$ cat src/common/fsl_pkg.sv
// Package of constants and types for the slave status indicator driver
package fsl_pkg;

    // Clock rate and pattern timing
    localparam int unsigned CLK_HZ        = 100_000_000;
    localparam int unsigned MS_PER_S      = 1000;
    localparam int unsigned TICK_CYCLES   = CLK_HZ / MS_PER_S; // Per ms
    localparam int unsigned SHORT_MS      = 200;   // Lit / short dark phase
    localparam int unsigned LONG_MS       = 1000;  // Long dark phase
    localparam int unsigned ACT_MS        = 50;    // Activity flash phase
    localparam int unsigned MS_W          = 11;    // Phase counter width

    // Register map (byte addresses)
    localparam logic [7:0] ADDR_CTRL      = 8'h00;
    localparam logic [7:0] ADDR_STATE     = 8'h04;
    localparam logic [7:0] ADDR_FAULT     = 8'h08;
    localparam logic [7:0] ADDR_LINK      = 8'h0c;
    localparam logic [7:0] ADDR_LAMPS     = 8'h10;

    // Control field positions
    localparam int unsigned CTRL_CFG_BIT  = 0;
    localparam int unsigned CTRL_APPWD_BIT = 1;
    localparam int unsigned CTRL_HSWD_BIT = 2;
    localparam int unsigned CTRL_LINK0    = 3;
    localparam int unsigned CTRL_LINK1    = 4;
    localparam int unsigned CTRL_ACT0     = 5;
    localparam int unsigned CTRL_ACT1     = 6;
    localparam int unsigned CHG_LSB       = 8;
    localparam logic [7:0]  CHG_UNSOL     = 8'h01;

    // AXI responses
    localparam logic [1:0] RESP_OKAY      = 2'h0;
    localparam logic [1:0] RESP_SLVERR    = 2'h2;

    // Slave state machine state
    typedef enum logic [1:0] {
        ST_POWERUP = 2'b00,
        ST_PREP    = 2'b01,
        ST_INPUTS  = 2'b10,
        ST_FULL    = 2'b11
    } fsl_state_type;

    // Indicator pattern selection
    typedef enum logic [2:0] {
        PAT_OFF    = 3'b000,
        PAT_ON     = 3'b001,
        PAT_BLINK  = 3'b010,
        PAT_SINGLE = 3'b011,
        PAT_DOUBLE = 3'b100
    } fsl_pat_type;

    // Lamp outputs travelling together
    typedef struct packed {
        logic       state_green;
        logic       fault_red;
        logic [1:0] link_green;
        logic [1:0] unused_yellow;
    } fsl_lamps_type;

endpackage : fsl_pkg

$ cat src/hw/fsl_pattern_gen.sv
// Shared pattern timer producing blink, single and double flash levels
`timescale 1ns/1ps
module fsl_pattern_gen (
    input  wire logic aclk,
    input  wire logic aresetn,
    input  wire logic ce,
    input  wire logic ms_tick,
    output logic      blink,
    output logic      single,
    output logic      dbl,
    output logic      act
);
    import fsl_pkg::*;

    localparam logic [MS_W-1:0] SHORT_L = MS_W'(SHORT_MS);
    localparam logic [MS_W-1:0] LONG_L  = MS_W'(LONG_MS);
    localparam logic [MS_W-1:0] ACT_L   = MS_W'(ACT_MS);
    localparam logic [MS_W-1:0] ONE_L   = MS_W'(1);

    logic [MS_W-1:0] bl_cnt_r;   // Blink phase ms count
    logic [MS_W-1:0] sf_cnt_r;   // Single flash phase count
    logic [MS_W-1:0] df_cnt_r;   // Double flash phase count
    logic [MS_W-1:0] ac_cnt_r;   // Activity phase count
    logic [1:0]      df_ph_r;    // Double flash phase index
    logic            sf_ph_r;    // Single flash phase, 0 = lit

    // Phase end test used by every pattern
    function automatic logic phase_end(input logic [MS_W-1:0] c,
                                       input logic [MS_W-1:0] len);
        phase_end = (c == len - ONE_L);
    endfunction : phase_end

    // Blink: 200 ms lit then 200 ms dark; starts lit after reset
    always_ff @(posedge aclk) begin
        if (!aresetn) begin
            bl_cnt_r <= '0;
            blink    <= 1'b1;
        end else if (ce && ms_tick) begin
            if (phase_end(bl_cnt_r, SHORT_L)) begin
                bl_cnt_r <= '0;
                blink    <= ~blink;
            end else begin
                bl_cnt_r <= bl_cnt_r + ONE_L;
            end
        end
    end

    // Single flash: 200 ms lit, 1000 ms dark
    always_ff @(posedge aclk) begin
        if (!aresetn) begin
            sf_cnt_r <= '0;
            sf_ph_r  <= 1'b0;
            single   <= 1'b1;
        end else if (ce && ms_tick) begin
            if (phase_end(sf_cnt_r, sf_ph_r ? LONG_L : SHORT_L)) begin
                sf_cnt_r <= '0;
                sf_ph_r  <= ~sf_ph_r;
                single   <= sf_ph_r;
            end else begin
                sf_cnt_r <= sf_cnt_r + ONE_L;
            end
        end
    end

    // Double flash: lit, dark, lit at 200 ms each, then 1000 ms dark
    always_ff @(posedge aclk) begin
        if (!aresetn) begin
            df_cnt_r <= '0;
            df_ph_r  <= 2'b00;
            dbl      <= 1'b1;
        end else if (ce && ms_tick) begin
            if (phase_end(df_cnt_r, (df_ph_r == 2'b11) ? LONG_L : SHORT_L))
            begin
                df_cnt_r <= '0;
                df_ph_r  <= df_ph_r + 2'b01;
                // Next phase lit only for index 0 and 2
                dbl      <= (df_ph_r == 2'b01) || (df_ph_r == 2'b11);
            end else begin
                df_cnt_r <= df_cnt_r + ONE_L;
            end
        end
    end

    // Fast activity flicker, 50 ms per phase
    always_ff @(posedge aclk) begin
        if (!aresetn) begin
            ac_cnt_r <= '0;
            act      <= 1'b1;
        end else if (ce && ms_tick) begin
            if (phase_end(ac_cnt_r, ACT_L)) begin
                ac_cnt_r <= '0;
                act      <= ~act;
            end else begin
                ac_cnt_r <= ac_cnt_r + ONE_L;
            end
        end
    end

    // Blink never toggles before a half period of 200 ms of ticks has run
    blink_len_a: assert property (@(posedge aclk) disable iff (!aresetn)
        !(ce && ms_tick && bl_cnt_r == SHORT_L - ONE_L) |=> $stable(blink))
        else $error("blink toggled early");
    single_lit_a: assert property (@(posedge aclk) disable iff (!aresetn)
        single |-> !sf_ph_r)
        else $error("single flash lit in dark phase");
    double_dark_a: assert property (@(posedge aclk) disable iff (!aresetn)
        (df_ph_r[0] || $past(df_ph_r) == 2'b11 && df_ph_r == 2'b11)
        |-> !dbl || df_ph_r == 2'b00)
        else $error("double flash lit in dark phase");

endmodule : fsl_pattern_gen

$ cat src/hw/fsl_status_leds.sv
// Top of the slave status indicator driver with AXI4-Lite registers
`timescale 1ns/1ps
module fsl_status_leds #(
    parameter int unsigned TICK_DIV = fsl_pkg::TICK_CYCLES // Cycles per ms
) (
    input  wire logic                 aclk,
    input  wire logic                 aresetn,
    input  wire logic                 ce,
    // AXI4-Lite write address
    input  wire logic [7:0]           s_axi_awaddr,
    input  wire logic                 s_axi_awvalid,
    output logic                      s_axi_awready,
    // AXI4-Lite write data
    input  wire logic [31:0]          s_axi_wdata,
    input  wire logic [3:0]           s_axi_wstrb,
    input  wire logic                 s_axi_wvalid,
    output logic                      s_axi_wready,
    // AXI4-Lite write response
    output logic [1:0]                s_axi_bresp,
    output logic                      s_axi_bvalid,
    input  wire logic                 s_axi_bready,
    // AXI4-Lite read address
    input  wire logic [7:0]           s_axi_araddr,
    input  wire logic                 s_axi_arvalid,
    output logic                      s_axi_arready,
    // AXI4-Lite read data
    output logic [31:0]               s_axi_rdata,
    output logic [1:0]                s_axi_rresp,
    output logic                      s_axi_rvalid,
    input  wire logic                 s_axi_rready,
    // Indicator lamps
    output fsl_pkg::fsl_lamps_type    lamps
);
    import fsl_pkg::*;

    localparam logic [31:0] DIV_LAST = 32'(TICK_DIV - 1);

    logic [31:0]   div_r;        // Millisecond divider
    logic          tick_r;       // One-cycle ms tick
    logic          blink;        // Shared blink level
    logic          single;       // Shared single flash level
    logic          dbl;          // Shared double flash level
    logic          act;          // Activity flicker level
    fsl_state_type state_r;      // Slave state written by firmware
    logic [31:0]   ctrl_r;       // Fault, link and change fields
    fsl_pat_type   run_pat;      // Pattern for state lamp
    fsl_pat_type   err_pat;      // Pattern for fault lamp
    fsl_pat_type   err_pat_r;    // Registered fault pattern for readback
    logic          aw_hold_r;    // Write address captured
    logic          w_hold_r;     // Write data captured
    logic [7:0]    aw_addr_r;    // Captured write address
    logic [31:0]   w_data_r;     // Captured write data
    logic [3:0]    w_strb_r;     // Captured strobes

    // Map a pattern to a lamp level; steady ones are plain constants
    function automatic logic pat_level(input fsl_pat_type p,
                                       input logic b, input logic s,
                                       input logic d);
        case (p)
            PAT_ON:     pat_level = 1'b1;
            PAT_BLINK:  pat_level = b;
            PAT_SINGLE: pat_level = s;
            PAT_DOUBLE: pat_level = d;
            default:    pat_level = 1'b0;
        endcase
    endfunction : pat_level

    // Byte-lane merge for register writes
    function automatic logic [31:0] merge(input logic [31:0] old,
                                          input logic [31:0] nw,
                                          input logic [3:0] st);
        for (int i = 0; i < 4; i++) begin
            merge[i*8 +: 8] = st[i] ? nw[i*8 +: 8] : old[i*8 +: 8];
        end
    endfunction : merge

    // Millisecond tick from the system clock
    always_ff @(posedge aclk) begin
        if (!aresetn) begin
            div_r  <= '0;
            tick_r <= 1'b0;
        end else if (ce) begin
            tick_r <= (div_r == DIV_LAST);
            div_r  <= (div_r == DIV_LAST) ? '0 : div_r + 32'd1;
        end
    end

    // Pattern timers shared by the state, fault and link lamps
    fsl_pattern_gen u_pat (
        .aclk    (aclk),
        .aresetn (aresetn),
        .ce      (ce),
        .ms_tick (tick_r),
        .blink   (blink),
        .single  (single),
        .dbl     (dbl),
        .act     (act)
    );

    // State lamp pattern from slave state
    always_comb begin
        case (state_r)
            ST_PREP:   run_pat = PAT_BLINK;
            ST_INPUTS: run_pat = PAT_SINGLE;
            ST_FULL:   run_pat = PAT_ON;
            default:   run_pat = PAT_OFF;
        endcase
    end

    // Fault lamp pattern, most severe fault first
    always_comb begin
        if (ctrl_r[CTRL_HSWD_BIT]) begin
            err_pat = PAT_ON;
        end else if (ctrl_r[CTRL_APPWD_BIT]) begin
            err_pat = PAT_DOUBLE;
        end else if (ctrl_r[CHG_LSB +: 8] == CHG_UNSOL) begin
            err_pat = PAT_SINGLE;
        end else if (ctrl_r[CTRL_CFG_BIT]) begin
            err_pat = PAT_BLINK;
        end else begin
            err_pat = PAT_OFF;
        end
    end

    // Lamp registers; all outputs come from flip-flops
    always_ff @(posedge aclk) begin
        if (!aresetn) begin
            lamps     <= '0;
            err_pat_r <= PAT_OFF;
        end else if (ce) begin
            err_pat_r           <= err_pat;
            lamps.state_green   <= pat_level(run_pat, blink, single, dbl);
            lamps.fault_red     <= pat_level(err_pat, blink, single, dbl);
            // Link on steady, flicker while traffic runs
            lamps.link_green[0] <= ctrl_r[CTRL_LINK0] &&
                (!ctrl_r[CTRL_ACT0] || act);
            lamps.link_green[1] <= ctrl_r[CTRL_LINK1] &&
                (!ctrl_r[CTRL_ACT1] || act);
            lamps.unused_yellow <= '0;
        end
    end

    // Write channel: take address and data in either order
    always_ff @(posedge aclk) begin
        if (!aresetn) begin
            aw_hold_r     <= 1'b0;
            w_hold_r      <= 1'b0;
            aw_addr_r     <= '0;
            w_data_r      <= '0;
            w_strb_r      <= '0;
            s_axi_awready <= 1'b0;
            s_axi_wready  <= 1'b0;
            s_axi_bvalid  <= 1'b0;
            s_axi_bresp   <= RESP_OKAY;
            state_r       <= ST_POWERUP;
            ctrl_r        <= '0;
        end else if (ce) begin
            s_axi_awready <= 1'b0;
            s_axi_wready  <= 1'b0;
            if (s_axi_awvalid && !aw_hold_r && !s_axi_awready &&
                !s_axi_bvalid) begin
                s_axi_awready <= 1'b1;
                aw_hold_r     <= 1'b1;
                aw_addr_r     <= s_axi_awaddr;
            end
            if (s_axi_wvalid && !w_hold_r && !s_axi_wready &&
                !s_axi_bvalid) begin
                s_axi_wready <= 1'b1;
                w_hold_r     <= 1'b1;
                w_data_r     <= s_axi_wdata;
                w_strb_r     <= s_axi_wstrb;
            end
            // Both halves present: commit and answer
            if (aw_hold_r && w_hold_r && !s_axi_bvalid) begin
                aw_hold_r    <= 1'b0;
                w_hold_r     <= 1'b0;
                s_axi_bvalid <= 1'b1;
                s_axi_bresp  <= RESP_OKAY;
                case (aw_addr_r)
                    ADDR_CTRL:  ctrl_r <= merge(ctrl_r, w_data_r, w_strb_r);
                    ADDR_STATE: begin
                        if (w_strb_r[0]) begin
                            state_r <= fsl_state_type'(w_data_r[1:0]);
                        end
                    end
                    default:    s_axi_bresp <= RESP_SLVERR;
                endcase
            end else if (s_axi_bvalid && s_axi_bready) begin
                s_axi_bvalid <= 1'b0;
            end
        end
    end

    // Read channel: one cycle to answer, held until rready
    always_ff @(posedge aclk) begin
        if (!aresetn) begin
            s_axi_arready <= 1'b0;
            s_axi_rvalid  <= 1'b0;
            s_axi_rdata   <= '0;
            s_axi_rresp   <= RESP_OKAY;
        end else if (ce) begin
            s_axi_arready <= 1'b0;
            if (s_axi_rvalid) begin
                if (s_axi_rready) begin
                    s_axi_rvalid <= 1'b0;
                end
            end else if (s_axi_arvalid && !s_axi_arready) begin
                s_axi_arready <= 1'b1;
                s_axi_rvalid  <= 1'b1;
                s_axi_rresp   <= RESP_OKAY;
                case (s_axi_araddr)
                    ADDR_CTRL:  s_axi_rdata <= ctrl_r;
                    ADDR_STATE: s_axi_rdata <= {30'h0, state_r};
                    ADDR_FAULT: s_axi_rdata <= {29'h0, err_pat_r};
                    ADDR_LINK:  s_axi_rdata <= {28'h0, lamps.link_green,
                                                ctrl_r[CTRL_LINK1],
                                                ctrl_r[CTRL_LINK0]};
                    ADDR_LAMPS: s_axi_rdata <= {26'h0, lamps};
                    default: begin
                        s_axi_rdata <= '0;
                        s_axi_rresp <= RESP_SLVERR;
                    end
                endcase
            end
        end
    end

    // Checks on the lamp logic and the bus answers; a lamp lags its cause by one edge

    // Settled power-up, dark lamp
    powerup_off_a: assert property (@(posedge aclk)
        disable iff (!aresetn)
        ce && $past(ce) && state_r == ST_POWERUP &&
        $past(state_r) == ST_POWERUP |-> !lamps.state_green)
        else $error("state lamp lit in power-up");

    // Full exchange, steady lamp
    full_on_a: assert property (@(posedge aclk)
        disable iff (!aresetn)
        (ce && state_r == ST_FULL) ##1 ce |-> lamps.state_green)
        else $error("state lamp dark in full exchange");

    // Preparatory state blinks
    prep_blink_a: assert property (@(posedge aclk)
        disable iff (!aresetn)
        (ce && state_r == ST_PREP) |=> lamps.state_green == $past(blink))
        else $error("state lamp not blinking");

    // Inputs-only state single-flashes
    inputs_flash_a: assert property (@(posedge aclk)
        disable iff (!aresetn)
        (ce && state_r == ST_INPUTS) |=> lamps.state_green == $past(single))
        else $error("state lamp not single flashing");

    // Host watchdog outranks all
    hswd_on_a: assert property (@(posedge aclk)
        disable iff (!aresetn)
        (ce && ctrl_r[CTRL_HSWD_BIT]) |=> lamps.fault_red)
        else $error("fault lamp dark on host watchdog");

    // Application watchdog double-flashes
    appwd_dbl_a: assert property (@(posedge aclk)
        disable iff (!aresetn)
        (ce && ctrl_r[CTRL_APPWD_BIT] && !ctrl_r[CTRL_HSWD_BIT])
        |=> lamps.fault_red == $past(dbl))
        else $error("fault lamp not double flashing");

    // Unsolicited change, no watchdog
    unsol_flash_a: assert property (@(posedge aclk)
        disable iff (!aresetn)
        (ce && ctrl_r[CHG_LSB +: 8] == CHG_UNSOL &&
         ctrl_r[CTRL_HSWD_BIT:CTRL_APPWD_BIT] == 2'b00)
        |=> lamps.fault_red == $past(single))
        else $error("fault lamp not single flashing");

    // Configuration error alone blinks
    cfg_blink_a: assert property (@(posedge aclk)
        disable iff (!aresetn)
        (ce && ctrl_r[CTRL_HSWD_BIT:CTRL_CFG_BIT] == 3'b001 &&
         ctrl_r[CHG_LSB +: 8] != CHG_UNSOL)
        |=> lamps.fault_red == $past(blink))
        else $error("fault lamp not blinking");

    // No fault, dark lamp
    no_fault_a: assert property (@(posedge aclk)
        disable iff (!aresetn)
        (ce && ctrl_r[CTRL_HSWD_BIT:CTRL_CFG_BIT] == 3'b000 &&
         ctrl_r[CHG_LSB +: 8] != CHG_UNSOL) |=> !lamps.fault_red)
        else $error("fault lamp lit without fault");

    // No link, dark lamp even with traffic
    no_link_a: assert property (@(posedge aclk)
        disable iff (!aresetn)
        (ce && !ctrl_r[CTRL_LINK0]) |=> !lamps.link_green[0])
        else $error("link lamp lit without link");

    no_link1_a: assert property (@(posedge aclk)
        disable iff (!aresetn)
        (ce && !ctrl_r[CTRL_LINK1]) |=> !lamps.link_green[1])
        else $error("port 1 link lamp lit without link");

    // Quiet link, steady lamp
    link_on_a: assert property (@(posedge aclk)
        disable iff (!aresetn)
        (ce && ctrl_r[CTRL_LINK0] && !ctrl_r[CTRL_ACT0])
        |=> lamps.link_green[0])
        else $error("link lamp dark with quiet link");

    // Yellow lamps unused
    yellow_off_a: assert property (@(posedge aclk)
        disable iff (!aresetn)
        lamps.unused_yellow == 2'b00)
        else $error("yellow lamp driven");

    // Write answer stands until taken
    bresp_hold_a: assert property (@(posedge aclk)
        disable iff (!aresetn)
        (s_axi_bvalid && !s_axi_bready)
        |=> s_axi_bvalid && $stable(s_axi_bresp))
        else $error("write answer dropped early");

    // Read answer stands until taken
    rdata_hold_a: assert property (@(posedge aclk)
        disable iff (!aresetn)
        (s_axi_rvalid && !s_axi_rready)
        |=> s_axi_rvalid && $stable(s_axi_rdata))
        else $error("read answer dropped early");

endmodule : fsl_status_leds

$ cat config.mk
export PLATFORM = sky130hd
export DESIGN_NAME = fsl_status_leds
export DESIGN_NICKNAME = d
export VERILOG_FILES = /design/src/common/fsl_pkg.sv /design/src/hw/fsl_pattern_gen.sv /design/src/hw/fsl_status_leds.sv
export SDC_FILE = /design/constraint.sdc
export NUM_CORES = 1
export LEC_CHECK = 0
export BUFFER_PORTS_ARGS = -buffer_cell sky130_fd_sc_hd__buf_2
export CORE_MARGIN = 2
export CORE_UTILIZATION = 55
export CTS_BUF_LIST = sky130_fd_sc_hd__clkbuf_8
export DETAILED_ROUTE_END_ITERATION = 10
export PLACE_DENSITY = 0.73
export SKIP_LAST_GASP = 1
export SLEW_MARGIN = 10
export SYNTH_ARGS = -nofsm -noshare
export SYNTH_HDL_FRONTEND = slang
export SYNTH_SLANG_ARGS = --single-unit
$ cat constraint.sdc
create_clock -name aclk -period 2.3 [get_ports aclk]
set_input_delay 0.345 -clock aclk [delete_from_list [all_inputs] [get_ports aclk]]
set_output_delay 0.345 -clock aclk [all_outputs]
set_load 0.02 [all_outputs]
==> out/metrics.csv, run 1 <==
metric,value,unit
synth top area cells,"dfxtp_1 (48%), nand2_1 (7.8%), nor2_1 (4.9%), mux2i_1 (4.9%), a21oi_1 (4.4%)",
WL/cell,14.5,um
FF-to-FF Start,aw_addr_r[7]$_SDFFE_PN0P_,
Yosys warnings,0,
Worst path slowest cell,nor3b_1,
cell area after layout,0.0102,mm^2
FF+latch area,0.00420,mm^2
min-delay src,s_axi_awaddr[6],
"non-filler cells, final",1359,
critical-path maximum fanout,8,
Rel. slew slack,55.8,%
Routed WL,19.7,mm
Initial DRC Count,382,
Max-Cap Viols,0,
critical path cell sequence,"nor4_1, nand4b_1, nor3b_1, buf_4, mux2i_1",
Final Slew Violations,0,
DIE WIDTH,131,um
CTS root buf,clkbuf_8,
Post-Route Skew,0.0152,ns
post-CTS sizing,0,
initial antenna violation count,0,
clock tree sinks,210,
LEAKAGE,3.79,nW
worst-margin pin slew,0.657,ns
CP max stage delay,0.50,ns
met2 usage,35.5,%
largest net degree at the start of global routing,39,
Area Overhead vs Synth,15.8,%
Bufs on Longest Clock Path,3,
core area,0.0158,mm^2
number of hold buffers added after cts,0,
setup TNS,0,ns
Synth async-reset ratio,0,%
fmax,0.478,GHz
I/O Buffers,102,
Ports,107,
worst path arrival time,2.54,ns
min Tclk post-route,2.09,ns
GRT Total Usage,23.0,%
die area,0.0171,mm^2
GR Overflow Total,0,
Final Setup Violations,0,
RSZ-0062 raised after global routing,no,
Worst-Skew Late Latency,0.52,ns
crit path capture type,flop,
Routed Antenna Nets,0,
met1 Use GR,32.5,%
sequential fraction of the synthesis area,47.6,%
clock-pin slew on the worst setup and hold paths,0.06,ns
launch point of the worst path,aw_addr_r[7]$_SDFFE_PN0P_,
area of the mapped netlist,0.00883,mm^2
Crit Path Class,reg2reg,
vias post-DR,7434,
average size of a mapped cell,8.71,um^2
cell taking the most area after synthesis,dfxtp_1,
post-synthesis cell type count,58,
Final HPWL DP,13.5,mm
final hold vios,0,
ys flop type,dfxtp_1,
DR DRC count,0,
antenna cells,0,
met3 Use GR,4.40,%
Yosys reg bits,210,
peak supply drop,474,uV
global-route wire length before repair,31.9,mm
HP Class,in2reg,
Worst setup SP type,flop,
Cell Rows,46,
layout cells sized above 1,17.1,%
vias per inst,5.47,
"EDFF count, synth",0,
vias in the first global route,6554,
CTS tree,done,
fillers,1372,
placed cell area,0.00958,mm^2
initial core utilization,56.0,%
H-tree Lvls,2,
area occupied by multi-input gates,0.00428,mm^2
DRT Pass-1 Iters,5,
CTS Buf Count,37,
CP required,2.74,ns
Post-CTS Setup Bufs,0,
FF-to-FF setup slack,0.21,ns
gr busiest metal,met2,
total power,7.11,mW
Nets,1188,
Fin Hold WS,0.0561,ns
Cells after Synth,1014,
area share of the largest cell type after synthesis,47.6,%
gp weighted congestion,0.799,
DIE HEIGHT,131,um
placed cells,1297,
status,completed,
final worst path period share,91.0,%
Power Density,695,mW/mm^2
==> flip-flops by register name, summed over array words and instances, names as in the netlist, 3 cells and up <==
| name | flops |
|---|---|
| s_axi_rdata | 32 |
| u_pat.sf_cnt_r | 11 |
| u_pat.bl_cnt_r | 11 |
| lamps | 4 |
| aw_addr_r | 8 |
| w_data_r | 32 |
| u_pat.ac_cnt_r | 11 |
| w_strb_r | 4 |
| u_pat.df_cnt_r | 11 |
| div_r | 32 |
| ctrl_r | 32 |
| err_pat_r | 3 |
==> logic make-up after synthesis <==
kind of cell / after synthesis / synth area share [%]
AOI/OAI and AO/OA: 145 / 10.3
and+or+nand+nor: 461 / 25.3
adders and majority gates: 8 / 1.13
buffers and inverters: 85 / 4.38
DFF: 210 / 47.6
other: 1 / 0.0425
muxes: 46 / 5.51
xor gates and xnor gates: 58 / 5.75
==> metrics by stage <==
stage,setup WS (ns),util [%]
after detailed placement,0.163,60.7
final,0.208,64.9
after CTS,0.242,64.9
after global routing,0.106,64.9
after floorplan,0.447,-
after global placement,0.154,60.7
==> placed cells by master, fill, tap and decap left out, types with 12 or more instances in the layout <==
master	instances
clkbuf_8	40
dfxtp_1	210
xor2_1	26
o21ai_0	17
buf_2	102
nand3_1	25
mux2i_1	43
buf_4	29
a32oi_1	26
a21oi_1	78
nor2_1	115
or4_1	12
inv_1	32
xnor2_1	32
nor4_1	18
nand4_1	28
nand2_1	184
==> critical path, delay by kind of cell, from the launching register on <==
family                 cells  cell delay, ns
AND/OR/NAND/NOR            3            1.19
flip-flops                 1            0.31
buffers and inverters      1            0.29
multiplexers               1            0.21
==> per-layer routing <==
metal  vias up  part of all wire [%]
met5         -                     0
met4         0                   1.8
met3        29                   5.4
met2       183                    44
met1      3489                    49
li1       3733                     -
==> worst paths after layout <==
check / end / depth (start not counted)
max: ctrl_r[26]$_SDFFE_PN0P_ / 5
min reg2reg: s_axi_rdata[2]$_SDFFE_PN0P_ / 2
min: aw_addr_r[6]$_SDFFE_PN0P_ / 3
max reg2reg: ctrl_r[26]$_SDFFE_PN0P_ / 5
==> Yosys cell counts, drive strengths merged (11+ instances only) <==
cell type and count:
nand3 26, clkbuf 39, or4 14, nand4 28, nand2 185, a21oi 78
nor2 115, inv 16, and4 11, mux2i 43, a32oi 26, xor2 26
o31ai 11, xnor2 32, o21ai 17, nor4 19, buf 30, nor3 11
dfxtp 210
==> layout make-up <==
type                       instances  area share, %
clock inverter                    22          0.966
tap                              216           2.64
clock buffer                      40           5.38
sequential                       210           41.1
inverter                          16          0.587
multi-input combinational        722           41.8
timing repair buffer             133           7.51
==> power by group <==
part	internal (mW)	switching [mW]
Clock	1.60	1.43
Sequential	3.69	0.0352
Combinational	0.128	0.227
Power figures use the tool's default switching activity.
==> run 2, diff against run 1 <==
- CORE_UTILIZATION: 55 -> 35
- PLACE_DENSITY: 0.73 -> 0.5
==> out/metrics.csv, run 2 (synthesized netlist as in run 1, its figures left out) <==
metric,value,unit
clock tree sinks,210,
highest-count cells in the layout ignoring fill and taps,"dfxtp_1 (210), nand2_1 (184), nor2_1 (115)",
Post-CTS Setup Bufs,0,
Rel. slew slack,65.0,%
global-route wire length before repair,35.4,mm
largest net degree at the start of global routing,64,
final hold vios,0,
CTS Buf Count,39,
Crit Path Class,reg2reg,
worst path arrival time,2.44,ns
placed cell area,0.00977,mm^2
peak supply drop,303,uV
core area,0.0250,mm^2
LEAKAGE,3.84,nW
setup TNS,0,ns
Reg2Reg Depth,5,
WHS Path Cells,3,
status,completed,
switching pwr,1.80,mW
fin util,42.1,%
Worst-Skew Late Latency,0.54,ns
Cell Rows,58,
Power Density,714,mW/mm^2
Final HPWL DP,14.8,mm
clock-pin slew on the worst setup and hold paths,0.06,ns
"commonest non-fill, non-tap cell in the layout",dfxtp_1,
DRT Pass-1 Iters,6,
vias post-DR,7277,
FF-to-FF setup slack,0.25,ns
Ports,107,
die area,0.0265,mm^2
DR DRC count,0,
fmax,0.487,GHz
gp weighted congestion,0.769,
initial core utilization,35.4,%
CP required,2.69,ns
end of the worst hold path,w_data_r[5]$_SDFFE_PN0P_,
Initial DRC Count,451,
critical-path maximum fanout,11,
R2R Path End,u_pat.ac_cnt_r[9]$_SDFFE_PN0P_,
CTS root buf,clkbuf_8,
Routed Antenna Nets,0,
min-delay src,s_axi_wdata[5],
Max-Cap Viols,0,
vias per inst,4.91,
Routed WL,21.9,mm
Post-Route Skew,0.0282,ns
DIE HEIGHT,163,um
number of hold buffers added after cts,0,
Flop pwr share,49.7,%
FF-to-FF Start,u_pat.ac_cnt_r[0]$_SDFFE_PN0P_,
Bufs on Longest Clock Path,3,
gr busiest metal,met2,
Gate power share,4.8,%
final worst path period share,89.3,%
WL/cell,14.8,um
vias in the first global route,6694,
Area Overhead vs Synth,19.0,%
layout cells sized above 1,18.3,%
Final Setup Violations,0,
met2 usage,25.8,%
Nets,1196,
worst-margin pin slew,0.524,ns
Final Slew Violations,0,
Setup WS post-layout,0.247,ns
H-tree Lvls,2,
Worst setup SP type,flop,
I/O Buffers,102,
dpl ws,0.112,ns
met3 Use GR,3.57,%
HP Class,in2reg,
post-CTS sizing,0,
GRT Total Usage,16.5,%
cell area after layout,0.0105,mm^2
min Tclk post-route,2.05,ns
CTS tree,done,
DIE WIDTH,163,um
RSZ-0062 raised after global routing,no,
initial antenna violation count,2,
Pint,5.70,mW
crit path capture type,flop,
Clock power frac,45.4,%
GR Overflow Total,0,
sw frac,24.0,%
met1 Use GR,22.9,%
[run 2: cell types whose count changed in the layout (fill, tap and decap cells not counted), sizes merged]
| cell | before | now |
|---|---|---|
| buf | 133 | 139 |
| clkbuf | 40 | 48 |
| clkinv | 2 | 4 |
| diode | 0 | 1 |
| inv | 35 | 26 |
[run 2: stage by stage]
stage / hold WS, ns / power [mW] / cells
2_1_floorplan: 0.432 / 4.03 / 1017
3_3_place_gp: 0.439 / 4.18 / 1417
4_1_cts: 0.0104 / 7.66 / 1480
5_1_grt: 0.0208 / 7.86 / 1480
6_report: 0.0442 / 7.50 / 1481
3_5_place_dp: 0.444 / 4.18 / 1417
[run 2: worst max-delay path: stages (launching register included)]
cell and delay [ns]:
dfxtp_1 0.41, ha_1 0.16, or4b_1 0.41, or4_1 0.53
nand2_1 0.33, nor2_1 0.09
[run 2: layout make-up]
type / count / area, um^2
antenna: 1 / 2.50
clock buffer: 48 / 661
clock inverter: 15 / 81.3
fill: 2585 / 14500
inverter: 16 / 60.1
multi-input combinational: 722 / 4280
sequential: 210 / 4200
tap: 330 / 413
timing repair buffer: 139 / 813
[run 2: metal layers]
| metal | up-vias | part of all wire (%) |
|---|---|---|
| met1 | 3342 | 49 |
| met3 | 30 | 4.2 |
| li1 | 3765 | - |
| met4 | 2 | 1.4 |
| met5 | - | 0.059 |
| met2 | 138 | 46 |
[run 2: power groups by stage]
stage / Combinational (mW) / Sequential (mW) / Clock [mW]
after floorplan: 0.224 / 3.80 / 0
after global placement: 0.366 / 3.81 / 0
after detailed placement: 0.367 / 3.81 / 0
after CTS: 0.368 / 3.73 / 3.56
after global routing: 0.405 / 3.74 / 3.72
final: 0.360 / 3.73 / 3.41
[run 2: how the worst max path moves through the flow]
stage                                   startpoint                               to  slack (ns)
global route        u_pat.ac_cnt_r[0]$_SDFFE_PN0P_   u_pat.ac_cnt_r[9]$_SDFFE_PN0P_        0.08
finish              u_pat.ac_cnt_r[0]$_SDFFE_PN0P_   u_pat.ac_cnt_r[9]$_SDFFE_PN0P_        0.25
detailed placement                              ce          ctrl_r[21]$_SDFFE_PN0P_        0.11
floorplan            u_pat.df_ph_r[0]$_SDFFE_PN0P_  u_pat.df_cnt_r[10]$_SDFFE_PN0P_        0.45
CTS                 u_pat.ac_cnt_r[0]$_SDFFE_PN0P_   u_pat.ac_cnt_r[9]$_SDFFE_PN0P_        0.23
global placement                                ce          ctrl_r[19]$_SDFFE_PN0P_        0.17
